$ cat config.mk
export PLATFORM = sky130hd
export DESIGN_NAME = fbi_burst_if
export DESIGN_NICKNAME = d
export VERILOG_FILES = /design/src/verilog/fbi_pkg.sv /design/src/verilog/fbi_burst_if.sv
export VERILOG_INCLUDE_DIRS = /design/src /design/src/verilog
export SDC_FILE = /design/constraint.sdc
export NUM_CORES = 1
export LEC_CHECK = 0
export BUFFER_PORTS_ARGS = -buffer_cell sky130_fd_sc_hd__buf_2
export CAP_MARGIN = 20
export CORE_AREA = 3 3 106 108
export CTS_CLUSTER_DIAMETER = 150
export DETAILED_ROUTE_END_ITERATION = 8
export DIE_AREA = 0 0 109 111
export GPL_ROUTABILITY_DRIVEN = 0
export PLACE_DENSITY_LB_ADDON = 0.2
export SLEW_MARGIN = 15
export SYNTH_ARGS = -nofsm -noshare
export SYNTH_HDL_FRONTEND = slang
export SYNTH_SLANG_ARGS = --single-unit
$ cat constraint.sdc
create_clock -name CLOCK -period 3.5 [get_ports CLOCK]
set_clock_uncertainty 0.1 [all_clocks]
set_input_delay 0.7 -clock CLOCK [delete_from_list [all_inputs] [get_ports CLOCK]]
set_output_delay 0.7 -clock CLOCK [all_outputs]
set_load 0.01 [all_outputs]
$ cat src/verilog/fbi_cfg.svh
// Constants for the flash burst bus interface
`ifndef FBI_CFG_SVH
`define FBI_CFG_SVH
`define FBI_ADDR_W 19
`define FBI_DATA_W 16
`define FBI_CNT_W 5
`define FBI_CNT_FIRST 5'h00
`define FBI_CNT_LAST 5'h1F
`define FBI_SYNC_RESET 2'h3
`endif

$ cat src/verilog/fbi_pkg.sv
// Types for the flash burst bus interface
package fbi_pkg;
	// Synchronised strobe levels, all active low
	typedef struct packed {
		logic ce_n;
		logic oe_n;
		logic we_n;
	} fbi_strobes_t;
	// Decoded bus operation
	typedef enum logic [3:0] {
		FBI_OP_IDLE = 4'h1,
		FBI_OP_READ = 4'h2,
		FBI_OP_WRITE = 4'h4,
		FBI_OP_OFF = 4'h8
	} fbi_op_t;
	// Captured command cycle
	typedef struct packed {
		logic [18:0] addr;
		logic [15:0] data;
	} fbi_cmd_t;
endpackage : fbi_pkg

$ cat src/verilog/fbi_burst_if.sv
// Host-facing bus interface with burst read path of a parallel flash
`timescale 1ns/100ps
`include "fbi_cfg.svh"
// Functional notes
// - Load strobe low in burst mode captures address
// - Load strobe high: address ignored, no load
// - Advance strobe low steps to next word
// - Advance strobe high holds word and position
// - End flag low only at start plus 31
// - After last word, advance wraps to start
// - Select and strobes are synchronised internally
// - Nineteen address bits, sixteen data bits
// - Commands held in unmapped internal latches
// - Advance with output gate high: outputs float
// - Advance with output gate low: drive word
// - Select high ends burst, outputs float
// - Load during burst restarts from new address
// - Suspend floats outputs, keeps word internally
// - Resume with gate only: same word
// - Resume with gate and advance: next word
// - Asynchronous mode ignores load, advance; reads still pass the clocked synchronisers and output flops
// - Counter clears on load, ends at 11111b
module fbi_burst_if
	import fbi_pkg::*;
#(
	parameter int ADDR_W = `FBI_ADDR_W,
	parameter int DATA_W = `FBI_DATA_W
)
(
	// Clock and synchronous reset
	input wire logic CLOCK,
	input wire logic RESET,
	// Mode from the command state machine
	input wire logic BURST_MODE,
	// Host strobes, all active low
	input wire logic CHIP_SEL_N,
	input wire logic OUT_GATE_N,
	input wire logic WRITE_STB_N,
	input wire logic BURST_START_LOAD_N,
	input wire logic BURST_STEP_N,
	// Host address and data bus
	// fixed bus widths
	input wire logic [ADDR_W-1:0] WORD_ADDRESS_BUS,
	input wire logic [DATA_W-1:0] DATA_BUS_WDATA,
	output logic [DATA_W-1:0] DATA_BUS_RDATA,
	output logic DATA_BUS_OE,
	// Array access
	output logic [ADDR_W-1:0] ARRAY_ADDR,
	input wire logic [DATA_W-1:0] ARRAY_DATA,
	// Command latch towards the state machine
	output logic [ADDR_W-1:0] CMD_ADDR,
	output logic [DATA_W-1:0] CMD_DATA,
	output logic CMD_VALID,
	// Burst status
	output logic BURST_LAST_WORD_N,
	output logic BURST_ACTIVE
);

	// Widths are tied to the pinout and the counter slice; other sizes are refused
	if (ADDR_W != `FBI_ADDR_W || DATA_W != `FBI_DATA_W)
	begin : g_width_check
		$error("fbi_burst_if: bus widths are fixed at 19 and 16");
	end

	// Two-stage synchronisers for the asynchronous pins
	fbi_strobes_t sync1_r;
	fbi_strobes_t sync2_r;
	logic [1:0] ls_s1_r;
	logic [1:0] ls_s2_r;
	logic [ADDR_W-1:0] addr_s1_r;
	logic [ADDR_W-1:0] addr_s2_r;
	logic [DATA_W-1:0] din_s1_r;
	logic [DATA_W-1:0] din_s2_r;
	// Burst state
	logic [ADDR_W-1:0] base_r;
	logic [`FBI_CNT_W-1:0] cnt_r;
	logic [`FBI_CNT_W-1:0] cnt_nxt;
	logic active_r;
	logic active_nxt;
	logic we_prev_r;
	fbi_cmd_t cmd_r;
	logic cmd_valid_r;
	logic [DATA_W-1:0] dout_r;
	logic oe_r;
	logic last_n_r;
	fbi_op_t op;

	// Decode of synchronised strobes, shared by several paths
	function automatic fbi_op_t decode_op(input fbi_strobes_t s);
		if (s.ce_n)
			return FBI_OP_OFF;
		else if (!s.oe_n && s.we_n)
			return FBI_OP_READ;
		else if (s.oe_n && !s.we_n)
			return FBI_OP_WRITE;
		else
			return FBI_OP_IDLE;
	endfunction : decode_op

	// two flop sync
	// Address and data take the same two stages, so they stay in step with the strobes
	always_ff @(posedge CLOCK)
	begin
		sync1_r <= '{ce_n: CHIP_SEL_N, oe_n: OUT_GATE_N, we_n: WRITE_STB_N};
		sync2_r <= sync1_r;
		ls_s1_r <= {BURST_START_LOAD_N, BURST_STEP_N};
		ls_s2_r <= ls_s1_r;
		addr_s1_r <= WORD_ADDRESS_BUS;
		addr_s2_r <= addr_s1_r;
		din_s1_r <= DATA_BUS_WDATA;
		din_s2_r <= din_s1_r;
	end

	// Named conditions on the synchronised inputs
	wire logic load_n = ls_s2_r[1];
	wire logic step_n = ls_s2_r[0];
	assign op = decode_op(sync2_r);
	wire logic sel = !sync2_r.ce_n;
	wire logic do_load = BURST_MODE && sel && sync2_r.we_n && !load_n && step_n;
	wire logic do_step = BURST_MODE && active_r && sel && sync2_r.we_n && load_n && !step_n;
	wire logic [`FBI_CNT_W-1:0] cnt_inc = cnt_r + `FBI_CNT_W'(1);
	// Next burst state; load wins over step since they are exclusive anyway
	always_comb
	begin
		cnt_nxt = cnt_r;
		active_nxt = active_r;
		if (!BURST_MODE || !sel)
		begin
			active_nxt = 1'b0;
		end
		else if (do_load)
		begin
			cnt_nxt = `FBI_CNT_FIRST;
			active_nxt = 1'b1;
		end
		else if (do_step)
			cnt_nxt = cnt_inc;
	end

	// Burst position registers; hold when no step or load
	always_ff @(posedge CLOCK)
	begin
		if (RESET)
		begin
			cnt_r <= `FBI_CNT_FIRST;
			active_r <= 1'b0;
			base_r <= '0;
		end
		else
		begin
			cnt_r <= cnt_nxt;
			active_r <= active_nxt;
			if (do_load)
				base_r <= addr_s2_r;
		end
	end

	// command latch, loaded on every write cycle; valid pulses after write strobe release
	always_ff @(posedge CLOCK)
	begin
		if (RESET)
		begin
			cmd_r <= '0;
			cmd_valid_r <= 1'b0;
			we_prev_r <= 1'b0;
		end
		else
		begin
			we_prev_r <= (op == FBI_OP_WRITE);
			cmd_valid_r <= we_prev_r && (op != FBI_OP_WRITE);
			if (op == FBI_OP_WRITE)
				cmd_r <= '{addr: addr_s2_r, data: din_s2_r};
		end
	end

	// Output word: burst word when active, else asynchronous array read
	wire logic [ADDR_W-1:0] rd_addr = active_nxt ?
		{(do_load ? addr_s2_r[ADDR_W-1:`FBI_CNT_W] : base_r[ADDR_W-1:`FBI_CNT_W]),
		((do_load ? addr_s2_r[`FBI_CNT_W-1:0] : base_r[`FBI_CNT_W-1:0]) + cnt_nxt)}
		: addr_s2_r;
	wire logic oe_nxt = (op == FBI_OP_READ) && !RESET;
	// last word flag, taken from the registered count so that it
	// rises and falls with the word on the bus, one cycle behind the address
	wire logic last_nxt_n = !(active_r && cnt_r == `FBI_CNT_LAST);

	// Output flops; the array is assumed combinational on ARRAY_ADDR
	always_ff @(posedge CLOCK)
	begin
		if (RESET)
		begin
			dout_r <= '0;
			oe_r <= 1'b0;
			last_n_r <= 1'b1;
			ARRAY_ADDR <= '0;
		end
		else
		begin
			ARRAY_ADDR <= rd_addr;
			oe_r <= oe_nxt;
			last_n_r <= last_nxt_n;
			// word kept while suspended: the address holds, so
			// the word holds; capturing every cycle keeps data one cycle behind it
			dout_r <= ARRAY_DATA;
		end
	end

	// Outputs straight from flops
	assign DATA_BUS_RDATA = dout_r;
	assign DATA_BUS_OE = oe_r;
	assign BURST_LAST_WORD_N = last_n_r;
	assign BURST_ACTIVE = active_r;
	assign CMD_ADDR = cmd_r.addr;
	assign CMD_DATA = cmd_r.data;
	assign CMD_VALID = cmd_valid_r;

	// Assertions
	property p_load;
		@(posedge CLOCK) disable iff (RESET) do_load |=> cnt_r == 5'h00 && active_r;
	endproperty
	a_load: assert property (p_load) else $error("load did not clear counter");
	property p_noload;
		@(posedge CLOCK) disable iff (RESET) (load_n && active_r) |=> $stable(base_r);
	endproperty
	a_noload: assert property (p_noload) else $error("base changed without load");
	property p_step;
		@(posedge CLOCK) disable iff (RESET) do_step |=> cnt_r == $past(cnt_r) + 5'h01;
	endproperty
	a_step: assert property (p_step) else $error("advance did not step");
	property p_hold;
		@(posedge CLOCK) disable iff (RESET)
		(active_r && sel && BURST_MODE && step_n && load_n) |=> $stable(cnt_r);
	endproperty
	a_hold: assert property (p_hold) else $error("position moved without advance");
	property p_last;
		@(posedge CLOCK) disable iff (RESET)
		!last_n_r |-> $past(active_r) && $past(cnt_r) == 5'h1F;
	endproperty
	a_last: assert property (p_last) else $error("end flag at wrong word");
	property p_wrap;
		@(posedge CLOCK) disable iff (RESET) (do_step && cnt_r == 5'h1F) |=> cnt_r == 5'h00;
	endproperty
	a_wrap: assert property (p_wrap) else $error("no wrap after last word");
	property p_term;
		@(posedge CLOCK) disable iff (RESET) !sel |=> !active_r && !DATA_BUS_OE;
	endproperty
	a_term: assert property (p_term) else $error("select high did not end burst");
	property p_float;
		@(posedge CLOCK) disable iff (RESET) sync2_r.oe_n |=> !DATA_BUS_OE;
	endproperty
	a_float: assert property (p_float) else $error("drove bus with gate high");
	property p_async;
		@(posedge CLOCK) disable iff (RESET) !BURST_MODE |=> !active_r;
	endproperty
	a_async: assert property (p_async) else $error("burst active in async mode");
	property p_drive;
		@(posedge CLOCK) disable iff (RESET) (op == FBI_OP_READ) |=> DATA_BUS_OE;
	endproperty
	a_drive: assert property (p_drive) else $error("gate low did not drive bus");
	property p_quiet;
		@(posedge CLOCK) disable iff (RESET) (do_step && sync2_r.oe_n) |=> !DATA_BUS_OE;
	endproperty
	a_quiet: assert property (p_quiet) else $error("advance with gate high drove bus");
	property p_restart;
		@(posedge CLOCK) disable iff (RESET)
		(do_load && active_r) |=> base_r == $past(addr_s2_r) && cnt_r == 5'h00;
	endproperty
	a_restart: assert property (p_restart) else $error("reload did not restart");
	property p_same;
		@(posedge CLOCK) disable iff (RESET)
		(active_r && active_nxt && !do_step && !do_load) |=> $stable(ARRAY_ADDR);
	endproperty
	a_same: assert property (p_same) else $error("held word moved");
	property p_next;
		@(posedge CLOCK) disable iff (RESET)
		do_step |=> ARRAY_ADDR[4:0] == $past(ARRAY_ADDR[4:0]) + 5'h01;
	endproperty
	a_next: assert property (p_next) else $error("advance skipped a word");
	property p_last_set;
		@(posedge CLOCK) disable iff (RESET) (active_r && cnt_r == 5'h1F) |=> !last_n_r;
	endproperty
	a_last_set: assert property (p_last_set) else $error("end flag missing");
	property p_cmd;
		@(posedge CLOCK) disable iff (RESET)
		(op == FBI_OP_WRITE) |=> CMD_ADDR == $past(addr_s2_r) && CMD_DATA == $past(din_s2_r);
	endproperty
	a_cmd: assert property (p_cmd) else $error("command latch missed write");
	// Main scenarios worth seeing in a run
	c_load: cover property (@(posedge CLOCK) disable iff (RESET) do_load);
	c_wrap: cover property (@(posedge CLOCK) disable iff (RESET) do_step && cnt_r == 5'h1F);
	c_susp: cover property (@(posedge CLOCK) disable iff (RESET)
		active_r && sync2_r.oe_n && step_n ##1 do_step);
	c_restart: cover property (@(posedge CLOCK) disable iff (RESET) do_load && active_r);
	c_desel: cover property (@(posedge CLOCK) disable iff (RESET) active_r && !sel);
endmodule : fbi_burst_if

== After elaboration in Yosys (flattened, before gate mapping) ==
Index checks and enable logic that the tools add are counted.
Word-level totals
  memory bits (read-only): 0
  input port bits: 59
  output and inout port bits: 74
  register bits after elaboration: 179
  latch bits: 0
  memory bits (writable): 0
  memories: 0
  logic and storage cells: 63
Cells by class
  shifts and indexed selects: 0
  reduce and logical (&&, ||, !) cells: 23
  magnitude comparators: 0
  divide/modulo/power cells: 0
  multiply operators: 0
  bitwise logic cells: 0
  $add $sub $neg: 2
  mux-type cells: 11
  eq/ne operators: 4
Operators with widths (count)
  $mux 5: 4
  $mux 19: 1
  $logic_and 1x1->1: 14
  $mux 14: 1
  $logic_not 1->1: 8
  $mux 3: 2
  $add 5x1->5 const B: 1
  $add 5x5->5: 1
  $eq 5x5->1 const B: 1
  $eq 4x2->1 const B: 1
  $eq 4x3->1 const B: 1
  $mux 4: 1
  $ne 4x3->1 const B: 1
  $mux 1: 2
  $logic_or 1x1->1: 1

== Depth between registers and ports, before layout ==
Gate-level depths: netlist of run 1.
  depth after elaboration: 10
  mapped depth: 11

== Worst setup path before layout of run 1 ==
Ideal clock, no wire load.
  kind: input to register
  from: input BURST_MODE
  to: register ARRAY_ADDR[4]
  setup time: 0.136 ns
  buffers on the path: 1
  stages: 11
  path slack: 0.435 ns
  arrival time: 2.829 ns
  cells stage by stage: nand2b_4 > nor2_2 > clkbuf_1 > nor2_1 > ha_1 > fa_1 > a21o_1 > a21o_1 > and3_1 > o211ai_1 > o311ai_2
On the way
  longest elaborated chain between the ends: 10
  elaborated cells on any way between the ends: 19
Ends and longest elaborated chain
  start: declaration: line fbi_burst_if.sv:34  | input wire logic BURST_MODE,
  $logic_and 1x1->1 (5 in a row): line fbi_burst_if.sv:120  | wire logic do_step = BURST_MODE && active_r && sel && sync2_r.we_n && load_n && !step_n;
  $mux 5: line fbi_burst_if.sv:136  | else if (do_step)
  $mux 5: line fbi_burst_if.sv:131  | else if (do_load)
  $mux 5 (*): line fbi_burst_if.sv:127  | if (!BURST_MODE || !sel)
  via cnt_nxt[0]: line fbi_burst_if.sv:77  | logic [`FBI_CNT_W-1:0] cnt_nxt;
  $add 5x5->5 (*): line fbi_burst_if.sv:179  | ((do_load ? addr_s2_r[`FBI_CNT_W-1:0] : base_r[`FBI_CNT_W-1:0]) + cnt_nxt)}
  $mux 19 (*): line fbi_burst_if.sv:177  | wire logic [ADDR_W-1:0] rd_addr = active_nxt ?
  end signal: assignment: line fbi_burst_if.sv:198  | ARRAY_ADDR <= rd_addr;
  end: declaration: line fbi_burst_if.sv:48  | output logic [ADDR_W-1:0] ARRAY_ADDR,
The timed path passes the listed nets; every way through them passes the cells marked *.
A chain may end at the register's enable or synchronous reset.

== Worst setup path in the final report of run 1 ==
  from: register sync2_r[0] (netlist name)
  to: register ARRAY_ADDR[4]
On the way
  longest elaborated chain between the ends: 8
  elaborated cells on any way between the ends: 14
Ends and longest elaborated chain
  start: declaration: line fbi_burst_if.sv:67  | fbi_strobes_t sync2_r;
  start signal: assignment: line fbi_burst_if.sv:105  | sync2_r <= sync1_r;
  $logic_and 1x1->1 (3 in a row): line fbi_burst_if.sv:120
  $mux 5: line fbi_burst_if.sv:136
  $mux 5 (*): line fbi_burst_if.sv:131
  $mux 5 (*): line fbi_burst_if.sv:127
  via cnt_nxt[0]: line fbi_burst_if.sv:77
  $add 5x5->5 (*): line fbi_burst_if.sv:179
  $mux 19 (*): line fbi_burst_if.sv:177
Marked as above.

==> results by group, run 1 <==
GRT
  – First-pass GRT wire length: ~17000 um
  – Gr ovfl total: 0
  – GRT Overall Usage: 0.1833
  – Largest net degree at the start of global routing: 80
  – Initial antenna violation count: 1
  – Vias in the first global route: about 3.7k

Layout
  – Final net count: about 700
  – P&R area growth vs syn: 26.22%
  – Diodes inserted: 0
  – Fin area: ~6500 um^2
  – Filler cells: 869
  – Layout cell share with drive strength beyond 1: 0.2664

Logic synthesis
  – Synth top area share: 0.6908
  – Synthesized instance count: approximately 500
  – Warnings from Yosys: 0
  – Syn_nets: ~570
  – Largest cells by area after synthesis: dfxtp_1 69%, nand2_1 10%, a21oi_1 6.8%, ha_1 1.9%, nor2b_1 1.9%
  – Post-synthesis sequential area ratio: 0.6908
  – Most frequent cell after synthesis: dfxtp_1
  – Synth area leader: dfxtp_1
  – EDFF count, synth: 0
  – Post-synth ARST share: 0
  – Syn Area/Cell: approximately 10 um^2
  – #FFs+latches synth: approximately 180
  – Synth cell count leaders: 179 x dfxtp_1, 140 x nand2_1, 71 x a21oi_1, 16 x nor2b_1, 14 x clkbuf_1
  – Top_reg_cell synth: dfxtp_1
  – Synth cell types: 35
  – Post-Syn Area: around 5200 um^2

Critical path
  – Maximum fanout along the worst path: 5
  – Slowest stage delay, CP: between 0.4 and 0.5 ns
  – Startpoint types: flip-flop
  – R2R Path Start: sync2_r[0]$_DFF_P_
  – Reg-to-Reg End: ARRAY_ADDR[4]$_SDFF_PP0_
  – Crit-path cells: nand4b_1 -> nor2_1 -> xnor2_1 -> nor2_1 -> ha_1 -> fa_1 -> a21o_1 -> a21o_1 -> and3_1 -> o211ai_1 -> o311ai_2
  – Setup CP Type: reg -> reg
  – FF-to-FF setup slack: around 0.50 ns
  – Worst reg2reg path depth: 11
  – CP max stage cell: dfxtp_1
  – Buf+Inv Stages, Crit Path: 0
  – WP data required: ~3.8 ns
  – Crit path DAT: 3.30 ns
  – Worst Setup End Kind: flip-flop
  – CP top delay family: simple AND/OR/NAND/NOR gates

Detailed routing
  – ANT nets after route: 0
  – Router iterations before antenna repair: 5
  – DR WL/cell: roughly 13 um
  – DRT iter0 DRCs: ~130
  – Post-Route WL: around 10000 um
  – DR vias: 3670
  – Routed vias/inst: 4.717
  – Drc violations: 0

Min path
  – Min-Delay Startpoint: CHIP_SEL_N
  – Hold Path Cell Cnt: 1
  – Worst Hold Class: in -> reg
  – Worst Hold Path EP: sync1_r[2]$_DFF_P_

Timing
  – Fin Setup TNS: 0 ns
  – Max Fclk: about 330 MHz
  – Least-Margin Pin Slew: between 0.7 and 0.8 ns
  – Worst rel slew slack: 0.4731
  – Min cycle time layout: approximately 3 ns
  – Final Hold Fails: 0
  – # setup viols final: 0
  – Hold_ws: 0.1611 ns
  – RSZ-0062 raised after global routing: false
  – Final Max Tran Viols: 0
  – Period utilization: 0.8579

Die
  – Ports: ~130
  – Die Ht: 111 um
  – Die area: 12100 um^2
  – Core footprint: 10320 um^2
  – Initial Util: 0.5025
  – Row Count: 37
  – Die width: ~110 um

Job
  – Max-Cap Viols: 0

Clocking
  – CTS max path bufs: 2
  – Worst skew pair latency: roughly 0.53 ns
  – TritonCTS clock tree: done
  – H-tree levels: 4
  – Postcts setup bufs: 0
  – Clk slew on worst S/H paths: around 0.07 ns
  – Clock root cell: clkbuf_8
  – Clock Sinks: 179
  – CTS Buf Count: 17
  – Hold-fix buffers, CTS: 0
  – Gates resized, CTS repair: 0

Outcome
  – Outcome: finished clean

Pwr
  – Pwr dens: around 640 nW/um^2
  – Overall Power: ~4.2 mW
  – Lkg Pwr: approximately 3 nW
  – Worst VDD drop: 0.4162 mV

Place
  – PortBufs: between 100 and 150
  – HPWL after DPL: between 6000 and 7000 um
  – Dpl cell area: ~6000 um^2
[metrics by stage]
| step | worst slack, ns | instances | util |
|---|---|---|---|
| finish | 0.4975 | 778 | 0.6342 |
| global route | 0.3111 | 778 | 0.6342 |
| CTS | 0.5567 | 778 | 0.6342 |
| detailed placement | 0.2559 | 747 | 0.5774 |
| global placement | 0.3856 | 747 | 0.5774 |
| floorplan | 0.4347 | 497 | - |
[flip-flops by register name (all words and copies together), names as in the netlist]
name	cells
din_s2_r	16
BURST_ACTIVE	1
CMD_VALID	1
ls_s1_r	2
sync1_r	3
ARRAY_ADDR	19
base_r	19
addr_s1_r	19
CMD_ADDR	19
din_s1_r	16
we_prev_r	1
ls_s2_r	2
BURST_LAST_WORD_N	1
DATA_BUS_OE	1
DATA_BUS_RDATA	16
cnt_r	5
CMD_DATA	16
addr_s2_r	19
sync2_r	3
[logic make-up (layout without fill, tap and decap cells)]
logic type / after synthesis / in the layout / synth area share
simple gates: 194 / 194 / 0.1664
flops: 179 / 179 / 0.6908
compound gates: 80 / 80 / 0.08249
buf+inv: 26 / 171 / 0.02098
fa+ha+maj: 9 / 9 / 0.02316
xor+xnor: 5 / 5 / 0.008443
mux: 4 / 4 / 0.007719
[final cells by class]
class                   count  area (um^2)  share of cell area
clock buffers              21        439.2             0.06707
well taps                 136        170.2             0.02599
multi-input cells         292         1495              0.2284
flip-flops and latches    179         3583              0.5473
inverters                   3        11.26            0.001720
repair buffers            137        700.7              0.1070
clock inverters            10        147.6             0.02255
[layout by cell type, fill, tap and decap left out, types with 3 or more instances in the layout]
cell / n
dfxtp_1: 179
nand2_1: 140
buf_2: 131
a21oi_1: 71
nor2b_1: 16
clkbuf_16: 16
nor2_1: 13
ha_1: 8
buf_4: 6
mux2i_1: 4
nor3_1: 4
a21o_1: 4
inv_6: 4
nand3b_1: 3
xnor2_1: 3
inv_1: 3
clkbuf_1: 3
bufinv_16: 3
[worst max-delay path by stage]
stage / startpoint / end / cells after the start
2_1_floorplan: BURST_MODE / ARRAY_ADDR[4]$_SDFF_PP0_ / 11
3_3_place_gp: BURST_MODE / ARRAY_ADDR[4]$_SDFF_PP0_ / 12
3_5_place_dp: BURST_MODE / ARRAY_ADDR[4]$_SDFF_PP0_ / 12
4_1_cts: BURST_ACTIVE$_SDFF_PP0_ / ARRAY_ADDR[4]$_SDFF_PP0_ / 11
5_1_grt: BURST_ACTIVE$_SDFF_PP0_ / ARRAY_ADDR[4]$_SDFF_PP0_ / 11
6_report: sync2_r[0]$_DFF_P_ / ARRAY_ADDR[4]$_SDFF_PP0_ / 11
[routing by layer]
layer | GRT usage | wire [um] | part of all wire
met1 | 0.2181 | 4512 | 0.43
met5 | 0 | 7 | 0.00067
met3 | 0.07863 | 881 | 0.085
met4 | 0.08081 | 167 | 0.016
met2 | 0.2854 | 4854 | 0.47
[report_power, final]
part	switching [mW]	internal (mW)	leakage, nW
clock network	0.752	1.11	0.288
registers	0.0323	2.12	1.48
logic	0.0851	0.0701	1.19
total	0.869	3.30	2.96
No activity file was read; power rests on OpenSTA's default activity.
==> run 2, diff against run 1 <==
- CORE_AREA: 3 3 106 108 -> 3 3 111 113
- DIE_AREA: 0 0 109 111 -> 0 0 114 116
- clock period: 3.5 -> 2.5 ns (I/O delays scaled with it)
==> run 2 against run 1 <==
  * Wire length grew 3.0%
  * The flow now finishes with violations (negative setup slack)
  * Hold slack lost 0.088 ns
  * Largest power group unchanged
  * Core utilization shrank 4.4 points
  * Global-route usage shrank 1.3 points
  * Non-clock buffer count grew 19
  * Combinational power grew 50%
  * Final cell count grew 3.5%
  * Cell area grew 3.0%
  * Critical path type unchanged
  * Highest routed layer is now met4
  * Setup slack lost 0.63 ns
==> results by group, run 2 (synthesized netlist as in run 1, its figures left out) <==
Critical path
  – CP max stage cell: fa_2
  – Reg-to-Reg End: ARRAY_ADDR[4]$_SDFF_PP0_
  – WP data required: 2.69 ns (-1.11 ns)
  – Startpoint types: flip-flop
  – Slowest stage delay, CP: 0.39 ns (-0.03 ns)
  – Crit-path cells: nand4b_1 -> nor2_4 -> mux2i_2 -> nor2_2 -> fa_2 -> a21o_1 -> a21o_1 -> and3_4 -> o211ai_1 -> o311ai_2
  – R2R Path Start: ls_s2_r[0]$_DFF_P_
  – Crit path DAT: 2.83 ns (-0.47 ns)
  – Maximum fanout along the worst path: 3 (-2)
  – Worst Setup End Kind: flip-flop
  – Setup CP Type: reg -> reg
  – FF-to-FF setup slack: -0.14 ns (-0.63 ns)
  – Worst reg2reg path depth: 10 (-1)
  – Crit-path most repeated cell: a21o_1

Detailed routing
  – DR vias: 3763 (+2.5%)
  – Post-Route WL: 10740 um (+3.0%)
  – DR WL/cell: 13.34 um (-0.44%)
  – Routed vias/inst: 4.675 (-0.90%)
  – DRT iter0 DRCs: 187 (+42%)
  – Drc violations: 0 (unchanged)
  – Router iterations before antenna repair: 4 (-1)
  – ANT nets after route: 0 (unchanged)

Min path
  – Hold Path Cell Cnt: 1 (unchanged)
  – Worst Hold Class: in -> reg
  – Min-Delay Startpoint: WORD_ADDRESS_BUS[1]
  – Worst Hold Path EP: addr_s1_r[1]$_DFF_P_

Outcome
  – Failing checks: negative setup slack
  – Outcome: complete, but fails checks

Timing
  – Least-Margin Pin Slew: 0.5955 ns (-0.1949 ns)
  – Min cycle time layout: 2.635 ns (-0.3671 ns)
  – Final Hold Fails: 0 (unchanged)
  – RSZ-0062 raised after global routing: true
  – Max Fclk: 379.4 MHz (+14%)
  – Final worst slack: -0.1354 ns (-0.6329 ns)
  – Period utilization: 1.054 (+0.1963)
  – Worst rel slew slack: 0.6019 (+0.1288)
  – Final Max Tran Viols: 0 (unchanged)
  – # setup viols final: 1 (+1)

Layout
  – Fin cells: 805 (+3.5%)
  – P&R area growth vs syn: 30.00%
  – Commonest non-fill, non-tap cell in the layout: dfxtp_1
  – Final net count: 717 (+2.7%)
  – Layout cell share with drive strength beyond 1: 0.3082 (+0.04180)
  – Diodes inserted: 0 (unchanged)
  – Most frequent cells in the layout: 177 x dfxtp_1, 139 x nand2_1, 131 x buf_2

Clocking
  – CTS max path bufs: 2 (unchanged)
  – TritonCTS clock tree: done
  – Hold-fix buffers, CTS: 0 (unchanged)
  – Worst skew pair latency: 0.42 ns (-0.11 ns)
  – CTS Buf Count: 17 (unchanged)
  – Clock Sinks: 179 (unchanged)
  – Clock root cell: clkbuf_16
  – H-tree levels: 4 (unchanged)
  – Clk slew on worst S/H paths: 0.07 ns (about the same)

GRT
  – GRT Overall Usage: 0.1702 (-0.01307)
  – Gr ovfl total: 0 (unchanged)
  – Initial antenna violation count: 0 (-1)
  – Largest net degree at the start of global routing: 53 (-34%)
  – First-pass GRT wire length: 17510 um (+2.6%)
  – Vias in the first global route: 3712 (+1.3%)

Pwr
  – Overall Power: 5.827 mW (+40%)
  – Pwr dens: 864.1 nW/um^2 (+36%)
  – Worst VDD drop: 0.6576 mV (+58%)
  – Lkg Pwr: 3.049 nW (+3.0%)

Place
  – HPWL after DPL: 7233 um (+4.9%)
  – PortBufs: 132 (unchanged)
  – Placed cell count: 772 (+3.3%)

Die
  – Die Ht: 116 um (+4.5%)
  – Ports: 133 (unchanged)
  – Initial Util: 0.4543 (-0.04818)
  – Die area: 13220 um^2 (+9.3%)
  – Row Count: 39 (+5.4%)
  – Die width: 114 um (+4.6%)
  – Core footprint: 11420 um^2 (+11%)

Job
  – Max-Cap Viols: 0 (unchanged)
[run 2: per-layer routing]
layer | vias up | wire (um) | GRT usage
li1 | 1921 | - | -
met1 | 1729 | 4703 | 0.2028
met2 | 109 | 5064 | 0.2736
met3 | 4 | 919 | 0.07937
met4 | 0 | 50 | 0.05622
met5 | - | 0 | 0
[run 2: timing repair]
action,4_1_cts,5_1_grt
endpoints found under the setup margin,1,2
resized for setup,5,0
buffers inserted,1,0
pin swaps,2,0
[run 2: cell type report]
cell class                 instances  area, um^2
fill                             970        4674
sequential                       179        3586
multi-input combinational        292        1536
timing repair buffer             156       843.3
clock buffer                      21       470.5
tap                              143       178.9
clock inverter                    11       117.6
inverter                           3       11.26
[run 2: how the worst max path moves through the flow]
stage                            start                  endpoint  slack, ns
floorplan                   BURST_MODE  ARRAY_ADDR[4]$_SDFF_PP0_      -0.05
global placement            BURST_MODE  ARRAY_ADDR[4]$_SDFF_PP0_      -0.21
detailed placement          BURST_MODE  ARRAY_ADDR[4]$_SDFF_PP0_      -0.27
CTS                 ls_s2_r[0]$_DFF_P_  ARRAY_ADDR[4]$_SDFF_PP0_      -0.14
global route        ls_s2_r[0]$_DFF_P_  ARRAY_ADDR[4]$_SDFF_PP0_      -0.34
finish              ls_s2_r[0]$_DFF_P_  ARRAY_ADDR[4]$_SDFF_PP0_      -0.14
[run 2: metrics by stage]
stage	hold WS [ns]	setup TNS [ns]	setup WS [ns]	utilization	cell area, um^2
after floorplan	0.2096	-0.04650	-0.04650	-	5221
after global placement	0.2105	-0.2086	-0.2086	0.5367	6128
after detailed placement	0.2121	-0.2938	-0.2686	0.5367	6128
after CTS	0.05228	-0.1363	-0.1363	0.5906	6744
after global routing	0.04627	-0.4200	-0.3365	0.5906	6744
final	0.07336	-0.1354	-0.1354	0.5906	6744
[run 2: critical path, delay by kind of cell, from the launching register on]
family	cells	cell delay, ns
simple gates	4	0.73
mux	1	0.29
compound gates	4	0.67
flops	1	0.32
fa+ha+maj	1	0.39
[run 2: power breakdown]
group	total (mW)	internal (mW)	switching (mW)
Sequential	3.01	2.97	0.0439
Combinational	0.232	0.107	0.125
Clock	2.58	1.48	1.11
